===== config.mk =====
export PLATFORM = sky130hd
export DESIGN_NAME = arf_top
export DESIGN_NICKNAME = d
export VERILOG_FILES = /design/src/hw/arf_pkg.sv /design/src/hw/arf_fan_ctrl.sv /design/src/hw/arf_lamp_check.sv /design/src/hw/arf_top.sv
export VERILOG_INCLUDE_DIRS = /design/src /design/src/hw
export SDC_FILE = /design/constraint.sdc
export NUM_CORES = 1
export LEC_CHECK = 0
export ABC_CLOCK_PERIOD_IN_PS = 1540
export BUFFER_PORTS_ARGS = -buffer_cell sky130_fd_sc_hd__buf_2
export CAP_MARGIN = 20
export CORE_ASPECT_RATIO = 2
export CORE_MARGIN = 2
export CORE_UTILIZATION = 40
export CTS_BUF_LIST = sky130_fd_sc_hd__clkbuf_4 sky130_fd_sc_hd__clkbuf_8 sky130_fd_sc_hd__clkbuf_16
export DETAILED_ROUTE_END_ITERATION = 6
export PLACE_DENSITY = 0.62
export SKIP_CTS_REPAIR_TIMING = 1
export SKIP_LAST_GASP = 1
export SLEW_MARGIN = 20
export SYNTH_ARGS = -nofsm -noshare
export SYNTH_HDL_FRONTEND = slang
export SYNTH_HIERARCHICAL = 1
export SYNTH_SLANG_ARGS = --single-unit

===== constraint.sdc =====
create_clock -name pclk -period 1.54 [get_ports pclk]
set_input_delay 0.154 -clock pclk [delete_from_list [all_inputs] [get_ports pclk]]
set_output_delay 0.154 -clock pclk [all_outputs]
set_load 0.005 [all_outputs]

===== src/hw/arf_cfg.svh =====
// register offsets, field positions and reset values of the alarm relay block
`ifndef ARF_CFG_SVH
`define ARF_CFG_SVH

`define ARF_RACKS 6
`define ARF_LAMPS 3
`define ARF_LEDS 3
`define ARF_STATE_W 28
`define ARF_IRQ_W 11

`define ARF_OFS_ALARM_REQ 8'h00
`define ARF_OFS_GROUP_REQ 8'h04
`define ARF_OFS_FAN_RELAY 8'h08
`define ARF_OFS_FAN_ALARM 8'h0C
`define ARF_OFS_LED_CTRL 8'h10
`define ARF_OFS_RELAY_STATE 8'h14
`define ARF_OFS_IRQ_STATUS 8'h18
`define ARF_OFS_IRQ_ENABLE 8'h1C
`define ARF_OFS_IRQ_CLEAR 8'h20
`define ARF_OFS_LAMP_FAIL 8'h24
`define ARF_OFS_SANITY 8'h28

`define ARF_REQ_CRIT_LSB 0
`define ARF_REQ_MAJ_LSB 6
`define ARF_REQ_MIN_LSB 12
`define ARF_REQ_AUD_BIT 18
`define ARF_REQ_BUZ_BIT 19
`define ARF_REQ_FWD_BIT 20
`define ARF_REQ_W 21

`define ARF_GRP_REMOTE_LSB 0
`define ARF_GRP_LOCAL_LSB 3
`define ARF_GRP_ROW_LSB 6
`define ARF_GRP_W 9

`define ARF_ST_AUD_BIT 18
`define ARF_ST_REMOTE_LSB 19
`define ARF_ST_LOCAL_LSB 22
`define ARF_ST_ROW_LSB 25

`define ARF_IRQ_LAMP_LSB 0
`define ARF_IRQ_FAN_LSB 3
`define ARF_IRQ_INSANE_BIT 9
`define ARF_IRQ_POWER_BIT 10

`define ARF_RST_REQ 21'h000000
`define ARF_RST_GRP 9'h000
`define ARF_RST_FAN 6'h00
`define ARF_RST_LED 6'h00
`define ARF_RST_IRQ 11'h000

`endif


===== src/hw/arf_pkg.sv =====
// types shared by the alarm relay and fan control block
package arf_pkg;

    // software-selected state of one bicolor system alarm led
    typedef enum logic [1:0] {
        arf_led_off = 2'b00,
        arf_led_clear = 2'b01,
        arf_led_alarm = 2'b10,
        arf_led_other = 2'b11
    } arf_led_mode_t;

endpackage : arf_pkg


===== src/hw/arf_fan_ctrl.sv =====
// per-frame fan relay drive and fan alarm sensing
`timescale 1ns/1ns
`default_nettype none

module arf_fan_ctrl (
    input wire logic pclk,
    input wire logic presetn,
    input wire logic [5:0] fan_stop,
    input wire logic [5:0] fan_alarm_in,
    output logic [5:0] fan_ctl_out,
    output logic [5:0] fan_ctl_oe_n,
    output logic [5:0] fan_alarm,
    output logic [5:0] fan_alarm_rise
);

    genvar f;
    generate
        for (f = 0; f < 6; f = f + 1) begin : g_frame
            // open circuit runs the fans, so reset leaves them running
            always_ff @(posedge pclk or negedge presetn) begin
                if (!presetn) begin
                    fan_ctl_out[f] <= 1'b0;
                    fan_ctl_oe_n[f] <= 1'b1;
                end else begin
                    fan_ctl_out[f] <= 1'b0;
                    fan_ctl_oe_n[f] <= ~fan_stop[f];
                end
            end

            // each frame's optocoupler latched on its own
            always_ff @(posedge pclk or negedge presetn) begin
                if (!presetn) begin
                    fan_alarm[f] <= 1'b0;
                    fan_alarm_rise[f] <= 1'b0;
                end else begin
                    fan_alarm[f] <= fan_alarm_in[f];
                    fan_alarm_rise[f] <= fan_alarm_in[f] & ~fan_alarm[f];
                end
            end
        end
    endgenerate

endmodule : arf_fan_ctrl

`default_nettype wire


===== src/hw/arf_lamp_check.sv =====
// lamp failure sensing on the remote center alarm circuits
`timescale 1ns/1ns
`default_nettype none

module arf_lamp_check (
    input wire logic pclk,
    input wire logic presetn,
    input wire logic [2:0] alarm_on,
    input wire logic [2:0] lamp_current,
    output logic [2:0] lamp_fail,
    output logic [2:0] lamp_fail_rise
);

    genvar i;
    generate
        for (i = 0; i < 3; i = i + 1) begin : g_lamp
            // no current while driven means a dead or missing bulb
            always_ff @(posedge pclk or negedge presetn) begin
                if (!presetn) begin
                    lamp_fail[i] <= 1'b0;
                    lamp_fail_rise[i] <= 1'b0;
                end else begin
                    lamp_fail[i] <= alarm_on[i] & ~lamp_current[i];
                    lamp_fail_rise[i] <= alarm_on[i] & ~lamp_current[i]
                        & ~lamp_fail[i];
                end
            end
        end
    endgenerate

endmodule : arf_lamp_check

`default_nettype wire


===== src/hw/arf_top.sv =====
// alarm relay, lamp check, fan and led control with apb register access
`timescale 1ns/1ns
`default_nettype none
`include "arf_cfg.svh"

// Overview of operation
// - major and minor relays need a primary request and one sane card
// - critical on request, both cards insane, or lost power
// - critical relays energise to clear, so unpowered means alarming
// - remote center outputs pass only while forwarding is enabled
// - active remote alarm with no lamp current flags a lamp failure
// - relay state readable on both alarm buses whichever card is primary
// - critical, major, minor per rack for six racks, plus audible alarm
// - alarms grouped as rack, remote center, local center, row end
// - one fan relay per frame, each set on its own
// - legacy fan output left open to run, driven to stop
// - one fan alarm input per frame, each readable alone
// - five bicolor leds; alarm leds have four software states
// - processor leds green for primary card, off for standby
// - buzzer on both insane, or sanity plus primary request
// - critical, major red, minor amber in alarm mode, all green in clear mode
module arf_top (
    input wire logic pclk,
    input wire logic presetn,
    input wire logic psel,
    input wire logic penable,
    input wire logic pwrite,
    input wire logic [7:0] paddr,
    input wire logic [31:0] pwdata,
    output logic [31:0] prdata,
    output logic pready,
    output logic pslverr,
    input wire logic pmaster_b,
    input wire logic primary_b,
    input wire logic sane_a,
    input wire logic sane_b,
    input wire logic power_ok,
    input wire logic [2:0] lamp_current,
    input wire logic [5:0] fan_alarm_in,
    output logic [5:0] rack_critical_hold,
    output logic [5:0] rack_major_relay,
    output logic [5:0] rack_minor_relay,
    output logic audible_relay,
    output logic [2:0] remote_center_alarm,
    output logic [2:0] local_center_alarm,
    output logic [2:0] row_end_alarm,
    output logic [5:0] fan_ctl_out,
    output logic [5:0] fan_ctl_oe_n,
    output logic [2:0] led_red,
    output logic [2:0] led_green,
    output logic processor_a_led,
    output logic processor_b_led,
    output logic buzzer,
    output logic [27:0] relay_state_bus_a,
    output logic [27:0] relay_state_bus_b,
    output logic irq
);

    ////////////////////////////////////////////////////////////////////////
    // software registers

    logic [20:0] alarm_req;
    logic [8:0] group_req;
    logic [5:0] fan_stop;
    logic [5:0] led_ctrl;
    logic [10:0] irq_status;
    logic [10:0] irq_enable;
    logic [27:0] relay_state;
    logic [2:0] lamp_fail;
    logic [2:0] lamp_fail_rise;
    logic [5:0] fan_alarm;
    logic [5:0] fan_alarm_rise;
    logic insane_q;
    logic power_lost_q;

    // apb phases
    logic setup_ph;
    logic access_wr;
    logic from_primary;
    logic wr_req;
    logic wr_grp;
    logic wr_fan;
    logic wr_led;
    logic wr_ien;
    logic wr_clr;
    assign setup_ph = psel & ~penable;
    assign access_wr = psel & penable & pwrite;
    // the standby card may look but not steer the relays
    assign from_primary = (pmaster_b == primary_b);
    assign wr_req = access_wr & from_primary
        & (paddr == `ARF_OFS_ALARM_REQ);
    assign wr_grp = access_wr & from_primary
        & (paddr == `ARF_OFS_GROUP_REQ);
    assign wr_fan = access_wr & from_primary
        & (paddr == `ARF_OFS_FAN_RELAY);
    assign wr_led = access_wr & from_primary
        & (paddr == `ARF_OFS_LED_CTRL);
    assign wr_ien = access_wr & (paddr == `ARF_OFS_IRQ_ENABLE);
    assign wr_clr = access_wr & (paddr == `ARF_OFS_IRQ_CLEAR);

    // requests from the primary card, kept until rewritten
    always_ff @(posedge pclk or negedge presetn) begin
        if (!presetn) begin
            alarm_req <= `ARF_RST_REQ;
        end else if (wr_req) begin
            alarm_req <= pwdata[20:0];
        end
    end

    // remote, local and row end requests
    always_ff @(posedge pclk or negedge presetn) begin
        if (!presetn) begin
            group_req <= `ARF_RST_GRP;
        end else if (wr_grp) begin
            group_req <= pwdata[8:0];
        end
    end

    // fan stop bits, one per frame
    always_ff @(posedge pclk or negedge presetn) begin
        if (!presetn) begin
            fan_stop <= `ARF_RST_FAN;
        end else if (wr_fan) begin
            fan_stop <= pwdata[5:0];
        end
    end

    // led modes, not tied to the relay logic
    always_ff @(posedge pclk or negedge presetn) begin
        if (!presetn) begin
            led_ctrl <= `ARF_RST_LED;
        end else if (wr_led) begin
            led_ctrl <= pwdata[5:0];
        end
    end

    // interrupt enable
    always_ff @(posedge pclk or negedge presetn) begin
        if (!presetn) begin
            irq_enable <= `ARF_RST_IRQ;
        end else if (wr_ien) begin
            irq_enable <= pwdata[10:0];
        end
    end

    ////////////////////////////////////////////////////////////////////////
    // alarm relay logic

    logic sane_any;
    logic both_insane;
    logic crit_force;
    logic forward;
    logic [5:0] rack_crit;
    logic [5:0] rack_maj;
    logic [5:0] rack_min;
    logic aud;
    logic [2:0] remote;
    logic [2:0] local_grp;
    logic [2:0] row_end;
    logic [27:0] next_relay_state;

    assign sane_any = sane_a | sane_b;
    assign both_insane = ~sane_a & ~sane_b;
    assign crit_force = both_insane | ~power_ok;
    assign forward = alarm_req[`ARF_REQ_FWD_BIT];

    // relay decisions; bit 0 of each group is its critical alarm
    always_comb begin
        rack_crit = alarm_req[5:0] | {6{crit_force}};
        rack_maj = alarm_req[11:6] & {6{sane_any}};
        rack_min = alarm_req[17:12] & {6{sane_any}};
        aud = alarm_req[`ARF_REQ_AUD_BIT] & sane_any;
        remote = {group_req[2:1] & {2{sane_any}},
            group_req[0] | crit_force} & {3{forward}};
        local_grp = {group_req[5:4] & {2{sane_any}},
            group_req[3] | crit_force};
        row_end = {group_req[8:7] & {2{sane_any}},
            group_req[6] | crit_force};
        next_relay_state = {row_end, local_grp, remote, aud,
            rack_min, rack_maj, rack_crit};
    end

    // relay drive; reset leaves critical relays released, i.e. alarming
    always_ff @(posedge pclk or negedge presetn) begin
        if (!presetn) begin
            relay_state <= 28'h0000000;
            rack_critical_hold <= 6'h00;
            rack_major_relay <= 6'h00;
            rack_minor_relay <= 6'h00;
            audible_relay <= 1'b0;
            remote_center_alarm <= 3'h0;
            local_center_alarm <= 3'h0;
            row_end_alarm <= 3'h0;
        end else begin
            relay_state <= next_relay_state;
            rack_critical_hold <= ~rack_crit;
            rack_major_relay <= rack_maj;
            rack_minor_relay <= rack_min;
            audible_relay <= aud;
            remote_center_alarm <= {remote[2:1], ~remote[0]};
            local_center_alarm <= {local_grp[2:1], ~local_grp[0]};
            row_end_alarm <= {row_end[2:1], ~row_end[0]};
        end
    end

    // both alarm buses see the same relay picture
    always_ff @(posedge pclk or negedge presetn) begin
        if (!presetn) begin
            relay_state_bus_a <= 28'h0000000;
            relay_state_bus_b <= 28'h0000000;
        end else begin
            relay_state_bus_a <= next_relay_state;
            relay_state_bus_b <= next_relay_state;
        end
    end

    // buzzer and processor leds
    always_ff @(posedge pclk or negedge presetn) begin
        if (!presetn) begin
            buzzer <= 1'b0;
            processor_a_led <= 1'b0;
            processor_b_led <= 1'b0;
        end else begin
            buzzer <= both_insane
                | (sane_any & alarm_req[`ARF_REQ_BUZ_BIT]);
            processor_a_led <= ~primary_b;
            processor_b_led <= primary_b;
        end
    end

    ////////////////////////////////////////////////////////////////////////
    // system alarm leds

    logic [2:0] next_red;
    logic [2:0] next_green;

    // led 0 critical, 1 major, 2 minor; minor alarms in amber
    always_comb begin
        next_red = 3'h0;
        next_green = 3'h0;
        for (int i = 0; i < 3; i++) begin
            case (arf_pkg::arf_led_mode_t'(led_ctrl[2*i +: 2]))
                arf_pkg::arf_led_clear: begin
                    next_green[i] = 1'b1;
                end
                arf_pkg::arf_led_alarm: begin
                    next_red[i] = 1'b1;
                    next_green[i] = (i == 2);
                end
                arf_pkg::arf_led_other: begin
                    next_red[i] = 1'b1;
                    next_green[i] = (i != 2);
                end
                default: begin
                    next_red[i] = 1'b0;
                end
            endcase
        end
    end

    always_ff @(posedge pclk or negedge presetn) begin
        if (!presetn) begin
            led_red <= 3'h0;
            led_green <= 3'h0;
        end else begin
            led_red <= next_red;
            led_green <= next_green;
        end
    end

    ////////////////////////////////////////////////////////////////////////
    // lamp and fan helpers

    arf_lamp_check u_lamp (
        .pclk(pclk),
        .presetn(presetn),
        .alarm_on(relay_state[21:19]),
        .lamp_current(lamp_current),
        .lamp_fail(lamp_fail),
        .lamp_fail_rise(lamp_fail_rise)
    );

    arf_fan_ctrl u_fan (
        .pclk(pclk),
        .presetn(presetn),
        .fan_stop(fan_stop),
        .fan_alarm_in(fan_alarm_in),
        .fan_ctl_out(fan_ctl_out),
        .fan_ctl_oe_n(fan_ctl_oe_n),
        .fan_alarm(fan_alarm),
        .fan_alarm_rise(fan_alarm_rise)
    );

    ////////////////////////////////////////////////////////////////////////
    // interrupts

    logic [10:0] irq_events;
    assign irq_events = {~power_ok & ~power_lost_q, both_insane & ~insane_q,
        fan_alarm_rise, lamp_fail_rise};

    // edge memory for the sanity and power events
    always_ff @(posedge pclk or negedge presetn) begin
        if (!presetn) begin
            insane_q <= 1'b0;
            power_lost_q <= 1'b0;
        end else begin
            insane_q <= both_insane;
            power_lost_q <= ~power_ok;
        end
    end

    // sticky status; a new event outranks a clear in the same cycle
    always_ff @(posedge pclk or negedge presetn) begin
        if (!presetn) begin
            irq_status <= `ARF_RST_IRQ;
        end else begin
            irq_status <= (irq_status & ~({11{wr_clr}} & pwdata[10:0]))
                | irq_events;
        end
    end

    always_ff @(posedge pclk or negedge presetn) begin
        if (!presetn) begin
            irq <= 1'b0;
        end else begin
            irq <= |(irq_status & irq_enable);
        end
    end

    ////////////////////////////////////////////////////////////////////////
    // apb read path and error answer

    logic [31:0] next_rdata;
    logic next_err;

    // read data and error are settled in the setup cycle
    always_comb begin
        next_rdata = 32'h00000000;
        next_err = 1'b0;
        if (paddr == `ARF_OFS_ALARM_REQ) begin
            next_rdata = {11'h000, alarm_req};
            next_err = pwrite & ~from_primary;
        end else if (paddr == `ARF_OFS_GROUP_REQ) begin
            next_rdata = {23'h000000, group_req};
            next_err = pwrite & ~from_primary;
        end else if (paddr == `ARF_OFS_FAN_RELAY) begin
            next_rdata = {26'h0000000, fan_stop};
            next_err = pwrite & ~from_primary;
        end else if (paddr == `ARF_OFS_FAN_ALARM) begin
            next_rdata = {26'h0000000, fan_alarm};
            next_err = pwrite;
        end else if (paddr == `ARF_OFS_LED_CTRL) begin
            next_rdata = {26'h0000000, led_ctrl};
            next_err = pwrite & ~from_primary;
        end else if (paddr == `ARF_OFS_RELAY_STATE) begin
            next_rdata = {4'h0, relay_state};
            next_err = pwrite;
        end else if (paddr == `ARF_OFS_IRQ_STATUS) begin
            next_rdata = {21'h000000, irq_status};
            next_err = pwrite;
        end else if (paddr == `ARF_OFS_IRQ_ENABLE) begin
            next_rdata = {21'h000000, irq_enable};
        end else if (paddr == `ARF_OFS_IRQ_CLEAR) begin
            next_rdata = 32'h00000000;
        end else if (paddr == `ARF_OFS_LAMP_FAIL) begin
            next_rdata = {29'h00000000, lamp_fail};
            next_err = pwrite;
        end else if (paddr == `ARF_OFS_SANITY) begin
            next_rdata = {28'h0000000, power_ok, primary_b, sane_b, sane_a};
            next_err = pwrite;
        end else begin
            next_err = 1'b1;
        end
    end

    // zero wait state slave
    always_ff @(posedge pclk or negedge presetn) begin
        if (!presetn) begin
            prdata <= 32'h00000000;
            pslverr <= 1'b0;
            pready <= 1'b0;
        end else begin
            pready <= 1'b1;
            if (setup_ph) begin
                prdata <= pwrite ? 32'h00000000 : next_rdata;
                pslverr <= next_err;
            end
        end
    end

endmodule : arf_top

`default_nettype wire


==> impl_metrics.yaml, run 1 <==
synth:
  yosys-top-cells-area: "dfrtp_1 (55%), buf_4 (5.9%), mux2_2 (5.4%), mux2_1 (3.1%), nand2_1 (2.9%)"
  synth_area_leader_cell: "dfrtp_1"
  syn-cell-area_um2: 7280
  async_flop_share_pct: 100
  yosysWarnings: 6
  synth-edff-count: 0
  avgSynthCellArea_um2: 11.8
  ys_ff_latch: 167
  synth_top_area_share_pct: 55.3
  ys_seq_area_share_pct: 57.5
  postSynthCellCount: 616
  synth_ff_type: "dfrtp_1"
  synth_cell_type_count: 58
route:
  wl_per_cell_um: 20.6
  drtIter0Drc: 308
  firstDrtPassIters: 5
  finalWirelength_mm: 22.2
  drc: 0
  vias: 5630
  routed_via_density: 5.23
  antenna_left: 0
final_layout:
  utilization_pct: 54.4
  fill_cells: 1555
  multi_input_area_um2: 2610
  layout-drive-gt1-share_pct: 44.6
  stdcell_count: 1076
  antenna_cells: 0
  nets: 911
  syn_to_final_growth_pct: 32.9
  register_area_um2: 4190
pwr:
  switchingPower_w: 0.00224
  switching_share_pct: 22.5
  combPwrFrac_pct: 7.5
  leakagePower_nw: 5.07
  clockPowerShare_pct: 47.0
  internal_power_w: 0.00772
  p_per_area_nw_per_um2: 1030
  max-vdd-ir-drop_v: 0.000709
  pwr-share-seq_pct: 45.5
floorplan:
  die_y_um: 195
  core-area_um2: 17800
  start_util_pct: 40.9
  core.rowCount: 69
  io_pins: 199
  die_width_um: 99.4
  die-area_um2: 19400
setup_path:
  arrival_ns: 1.75
  critPathMostFrequentCell: "buf_4"
  critPathCaptureType: "flip-flop"
  r2r_slack_ns: 0.12
  crit_path_start_kind: "input port"
  critPathTopFamily: "buffers and inverters"
  crit_fanout: 8
  slowest_stage: "nor4b_4"
  slowest_delay_ns: 0.35
  crit_chain: "buf_2, buf_4, buf_4, nor4b_4, inv_1, nor3_1, buf_4, nand2_1, a21o_1"
  crit_type: "input port to flip-flop"
  critPathBufInv: 5
  worstPathRequired_ns: 1.86
grt:
  grt_pass1_wl_mm: 33.6
  grt_pass1_vias: 5780
  overflow: 0
  antenna_found_initial: 0
  grt_start_max_net_pins: 62
  grt_usage_pct: 23.2
placed_design:
  hpwl_mm: 16.9
  gp_congestion: 0.900
  port-buffer-count: 177
  placed_cells: 1020
clocking:
  cts.sinks: 167
  cts_tree: "done"
  clk_latency_ns: 0.43
  cts.htree.levels: 4
  cts.clk_slew.worst_paths_ns: 0.07
  numCtsBuffers: 17
  root_buffer: "clkbuf_16"
  clock_path_buffers: 2
run_status:
  status: "completed"
sta:
  post-route-period-util_pct: 92.8
  setup_violations: 0
  hold_ws_ns: 0.0266
  hold_viol: 0
  slew_viol_final: 0
  rsz0062_at_grt: "false"
  finClkSkew_ns: 0.00798
  period_needed_ns: 1.43
  achievable-frequency_mhz: 700
min_path:
  hold_path_class: "input port to flip-flop"
flow_run:
  drv_cap: 0
through the flow:
| step | setup TNS [ns] | total power, W | cell area [um^2] | setup slack, ns |
|---|---|---|---|---|
| finish | 0 | 0.00995 | 9670 | 0.111 |
| global route | 0 | 0.0103 | 9670 | 0.000940 |
| CTS | -0.0853 | 0.00999 | 9430 | -0.0478 |
| detailed placement | -22.11 | 0.00531 | 8770 | -0.470 |
| global placement | -21.97 | 0.00530 | 8770 | -0.439 |
| floorplan | -0.640 | 0.00486 | 7440 | -0.123 |
synthesized netlist by cell type, types with 8 or more instances:
cell	n
nor2b_1	9
buf_4	57
nor2_1	13
a21o_1	9
a22oi_1	22
nand2_1	57
a21oi_1	15
mux2_1	20
o21ai_0	22
nand3_1	15
a22o_1	13
mux2_2	35
or3_1	10
dfrtp_1	161
and2_1	18
buf_2	8
inv_1	24
clkbuf_1	17
routing by layer:
layer	global-route usage [%]	vias up	part of all wire [%]
li1	-	2558	-
met1	26.0	2850	37
met2	43.2	187	56
met3	3.45	35	3.5
met4	8.78	0	2.7
met5	0	-	0
path summary, 6_finish.rpt:
| check | from | endpoint | cells past startpoint |
|---|---|---|---|
| max | paddr[6] | irq_status[7]$_DFF_PN0_ | 9 |
| min | pwdata[8] | alarm_req[8]$_DFFE_PN0P_ | 2 |
| max reg2reg | irq_enable[5]$_DFFE_PN0P_ | prdata[5]$_DFFE_PN0P_ | 5 |
| min reg2reg | led_ctrl[3]$_DFFE_PN0P_ | led_red[1]$_DFF_PN0_ | 0 |
| max in group asynchronous | presetn | u_fan/fan_ctl_oe_n[2]$_DFF_PN1_ | 3 |
| min in group asynchronous | presetn | led_ctrl[0]$_DFFE_PN0P_ | 2 |
logic make-up (layout without fill, tap and decap cells):
kind of cell / count (synthesis) / count (layout) / synth area share [%]
other: 3 / 11 / 0.155
AO/OA/AOI/OAI: 114 / 114 / 11.1
multiplexers: 60 / 60 / 9.54
flip-flops: 167 / 167 / 57.5
AND/OR/NAND/NOR: 162 / 162 / 12.7
adder cells (fa/ha/maj): 2 / 2 / 0.344
buffers and inverters: 107 / 346 / 8.59
XOR/XNOR: 1 / 1 / 0.120
cell usage in the layout (no fill, tap or decap), types with 10 or more instances in the layout:
cell,count
buf_2,176
dfrtp_1,161
buf_4,84
nand2_1,55
mux2_2,35
inv_1,24
dlygate4sd3_1,24
a22oi_1,22
o21ai_0,21
and2_1,18
clkbuf_16,17
a21oi_1,15
mux2_4,15
nand3_1,14
a22o_1,13
nor2_1,12
conb_1,11
or3_1,10
sequential cells by signal (all words and copies together), names as in the netlist, 3 cells and up:
register / cells
prdata: 28
relay_state_bus_b: 28
alarm_req: 21
irq_enable: 11
irq_status: 11
group_req: 9
fan_stop: 6
led_ctrl: 6
rack_critical_hold: 6
u_fan/fan_alarm: 6
u_fan/fan_alarm_rise: 6
u_fan/fan_ctl_oe_n: 6
led_green: 3
led_red: 3
u_lamp/lamp_fail: 3
u_lamp/lamp_fail_rise: 3
cell type report:
type                       instances  share of cell area [%]
tap                              213                    2.76
multi-input combinational        350                    27.0
clock inverter                    10                    1.72
inverter                          24                   0.931
timing repair buffer             290                    19.3
clock buffer                      22                    5.05
sequential                       167                    43.3
power by group through the flow:
stage / Combinational (W) / Sequential [W] / Clock, W
after floorplan: 0.000268 / 0.00460 / 0
after global placement: 0.000696 / 0.00460 / 0
after detailed placement: 0.000701 / 0.00461 / 0
after CTS: 0.000705 / 0.00453 / 0.00476
after global routing: 0.000818 / 0.00453 / 0.00491
final: 0.000747 / 0.00452 / 0.00468
Power figures use the tool's default switching activity.
==> inputs of run 2 (changes only) <==
--- a/config.mk
+++ b/config.mk
@@ -11,10 +11,10 @@
 export CAP_MARGIN = 20
 export CORE_ASPECT_RATIO = 2
 export CORE_MARGIN = 2
-export CORE_UTILIZATION = 40
+export CORE_UTILIZATION = 53
 export CTS_BUF_LIST = sky130_fd_sc_hd__clkbuf_4 sky130_fd_sc_hd__clkbuf_8 sky130_fd_sc_hd__clkbuf_16
 export DETAILED_ROUTE_END_ITERATION = 6
-export PLACE_DENSITY = 0.62
+export PLACE_DENSITY = 0.78
 export SKIP_CTS_REPAIR_TIMING = 1
 export SKIP_LAST_GASP = 1
 export SLEW_MARGIN = 20
==> impl_metrics.yaml, run 2 (synthesized netlist as in run 1, its figures left out) <==
clocking:
  clock_path_buffers: 2
  numCtsBuffers: 17
  cts.htree.levels: 4
  clk_latency_ns: 0.42
  cts.clk_slew.worst_paths_ns: 0.07
  cts_tree: "done"
  cts.sinks: 167
  root_buffer: "clkbuf_16"
grt:
  grt_pass1_vias: 6072
  grt_start_max_net_pins: 55
  grt_usage_pct: 30.5
  overflow: 0
  antenna_found_initial: 0
  grt_pass1_wl_mm: 33.6
pwr:
  internal_power_w: 0.00701
  pwr-share-seq_pct: 47.6
  switchingPower_w: 0.00249
  leakagePower_nw: 5.02
  p_per_area_nw_per_um2: 1000
  combPwrFrac_pct: 7.8
  clockPowerShare_pct: 44.6
  switching_share_pct: 26.2
  max-vdd-ir-drop_v: 0.000775
final_layout:
  nets: 904
  fill_cells: 984
  multi_input_area_um2: 2610
  top_regs: "prdata (28), relay_state_bus_b (28), alarm_req (21)"
  layout-drive-gt1-share_pct: 44.3
  layout_commonest_cell: "buf_2"
  antenna_cells: 0
  final_cell_mix: "buf_2 (176), dfrtp_1 (161), buf_4 (80)"
  register_area_um2: 4190
  fin_area_um2: 9480
  syn_to_final_growth_pct: 30.2
sta:
  rsz0062_at_grt: "false"
  slew_viol_final: 0
  hold_viol: 0
  achievable-frequency_mhz: 677
  period_needed_ns: 1.48
  setup_violations: 0
  tns_ns: 0
  post-route-period-util_pct: 96.0
  finClkSkew_ns: 0.00818
floorplan:
  core-area_um2: 13400
  start_util_pct: 54.2
  die-area_um2: 14700
  io_pins: 199
  core.rowCount: 60
  die_y_um: 170
  die_width_um: 86.9
setup_path:
  critPathCaptureType: "flip-flop"
  worstPathRequired_ns: 1.83
  arrival_ns: 1.77
  crit_type: "flip-flop to flip-flop"
  crit_path_start_kind: "flip-flop"
  crit_fanout: 3
route:
  firstDrtPassIters: 6
  drtIter0Drc: 368
  antenna_left: 0
  drc: 0
  routed_via_density: 5.69
  vias: 5755
  finalWirelength_mm: 22.0
  wl_per_cell_um: 21.8
flow_run:
  drv_cap: 0
run_status:
  status: "completed"
placed_design:
  port-buffer-count: 177
  hpwl_mm: 16.3
  placed_cell_area_um2: 8650
  gp_congestion: 0.956
min_path:
  hold_path_class: "input port to flip-flop"
==> run 2: worst max-delay path: stages (launching register included) <==
cell	delay [ns]
dfrtp_1	0.42
mux4_2	0.49
nand2_1	0.09
o21ai_0	0.08
o2111ai_1	0.13
o211ai_1	0.14
==> run 2: stage by stage <==
stage	utilization [%]	power [W]	std cells	hold WS, ns	setup slack, ns
finish	70.5	0.00950	1011	0.00722	0.0622
global route	70.5	0.00980	1011	0.00734	0.0149
CTS	68.8	0.00952	989	-0.432	0.0612
detailed placement	64.3	0.00529	957	0.0188	-0.374
global placement	64.3	0.00527	957	0.0146	-0.364
floorplan	-	0.00486	624	-0.142	-0.123
==> run 2: power by group through the flow <==
stage                     clock network [W]  registers [W]  logic, W
final                               0.00424        0.00452  0.000737
after global routing                0.00447        0.00453  0.000803
after CTS                           0.00431        0.00452  0.000689
after detailed placement                  0        0.00460  0.000683
after global placement                    0        0.00460  0.000672
after floorplan                           0        0.00460  0.000268
==> run 2: final timing paths <==
| check | startpoint | to | slack, ns | cells past startpoint |
|---|---|---|---|---|
| setup / recovery | irq_enable[5]$_DFFE_PN0P_ | prdata[5]$_DFFE_PN0P_ | 0.06 | 5 |
| min in group asynchronous | presetn | pready$_DFF_PN0_ | 0.15 | 2 |
| setup reg to reg | irq_enable[5]$_DFFE_PN0P_ | prdata[5]$_DFFE_PN0P_ | 0.06 | 5 |
| hold reg to reg | led_ctrl[3]$_DFFE_PN0P_ | led_red[1]$_DFF_PN0_ | 0.40 | 0 |
| hold / removal | pwdata[10] | alarm_req[10]$_DFFE_PN0P_ | 0.007 | 2 |
| max in group asynchronous | presetn | u_fan/fan_alarm_rise[3]$_DFF_PN0_ | 0.75 | 3 |
==> run 2: cell type report <==
class	count	area share, %
Multi-Input combinational cell	350	27.5
Clock inverter	14	1.74
Tap cell	155	2.05
Timing Repair Buffer	283	18.9
Inverter	24	0.951
Sequential cell	167	44.2
Clock buffer	18	4.63
==> run 2: per-layer routing <==
| layer | track usage, % | share of wire [%] | routed length, um | vias up |
|---|---|---|---|---|
| met5 | 0 | 0 | 0 | - |
| met4 | 13.5 | 3.8 | 835 | 0 |
| met3 | 4.67 | 4.8 | 1070 | 56 |
| met2 | 56.1 | 56 | 12400 | 279 |
| met1 | 33.7 | 35 | 7740 | 2873 |
| li1 | - | - | - | 2547 |
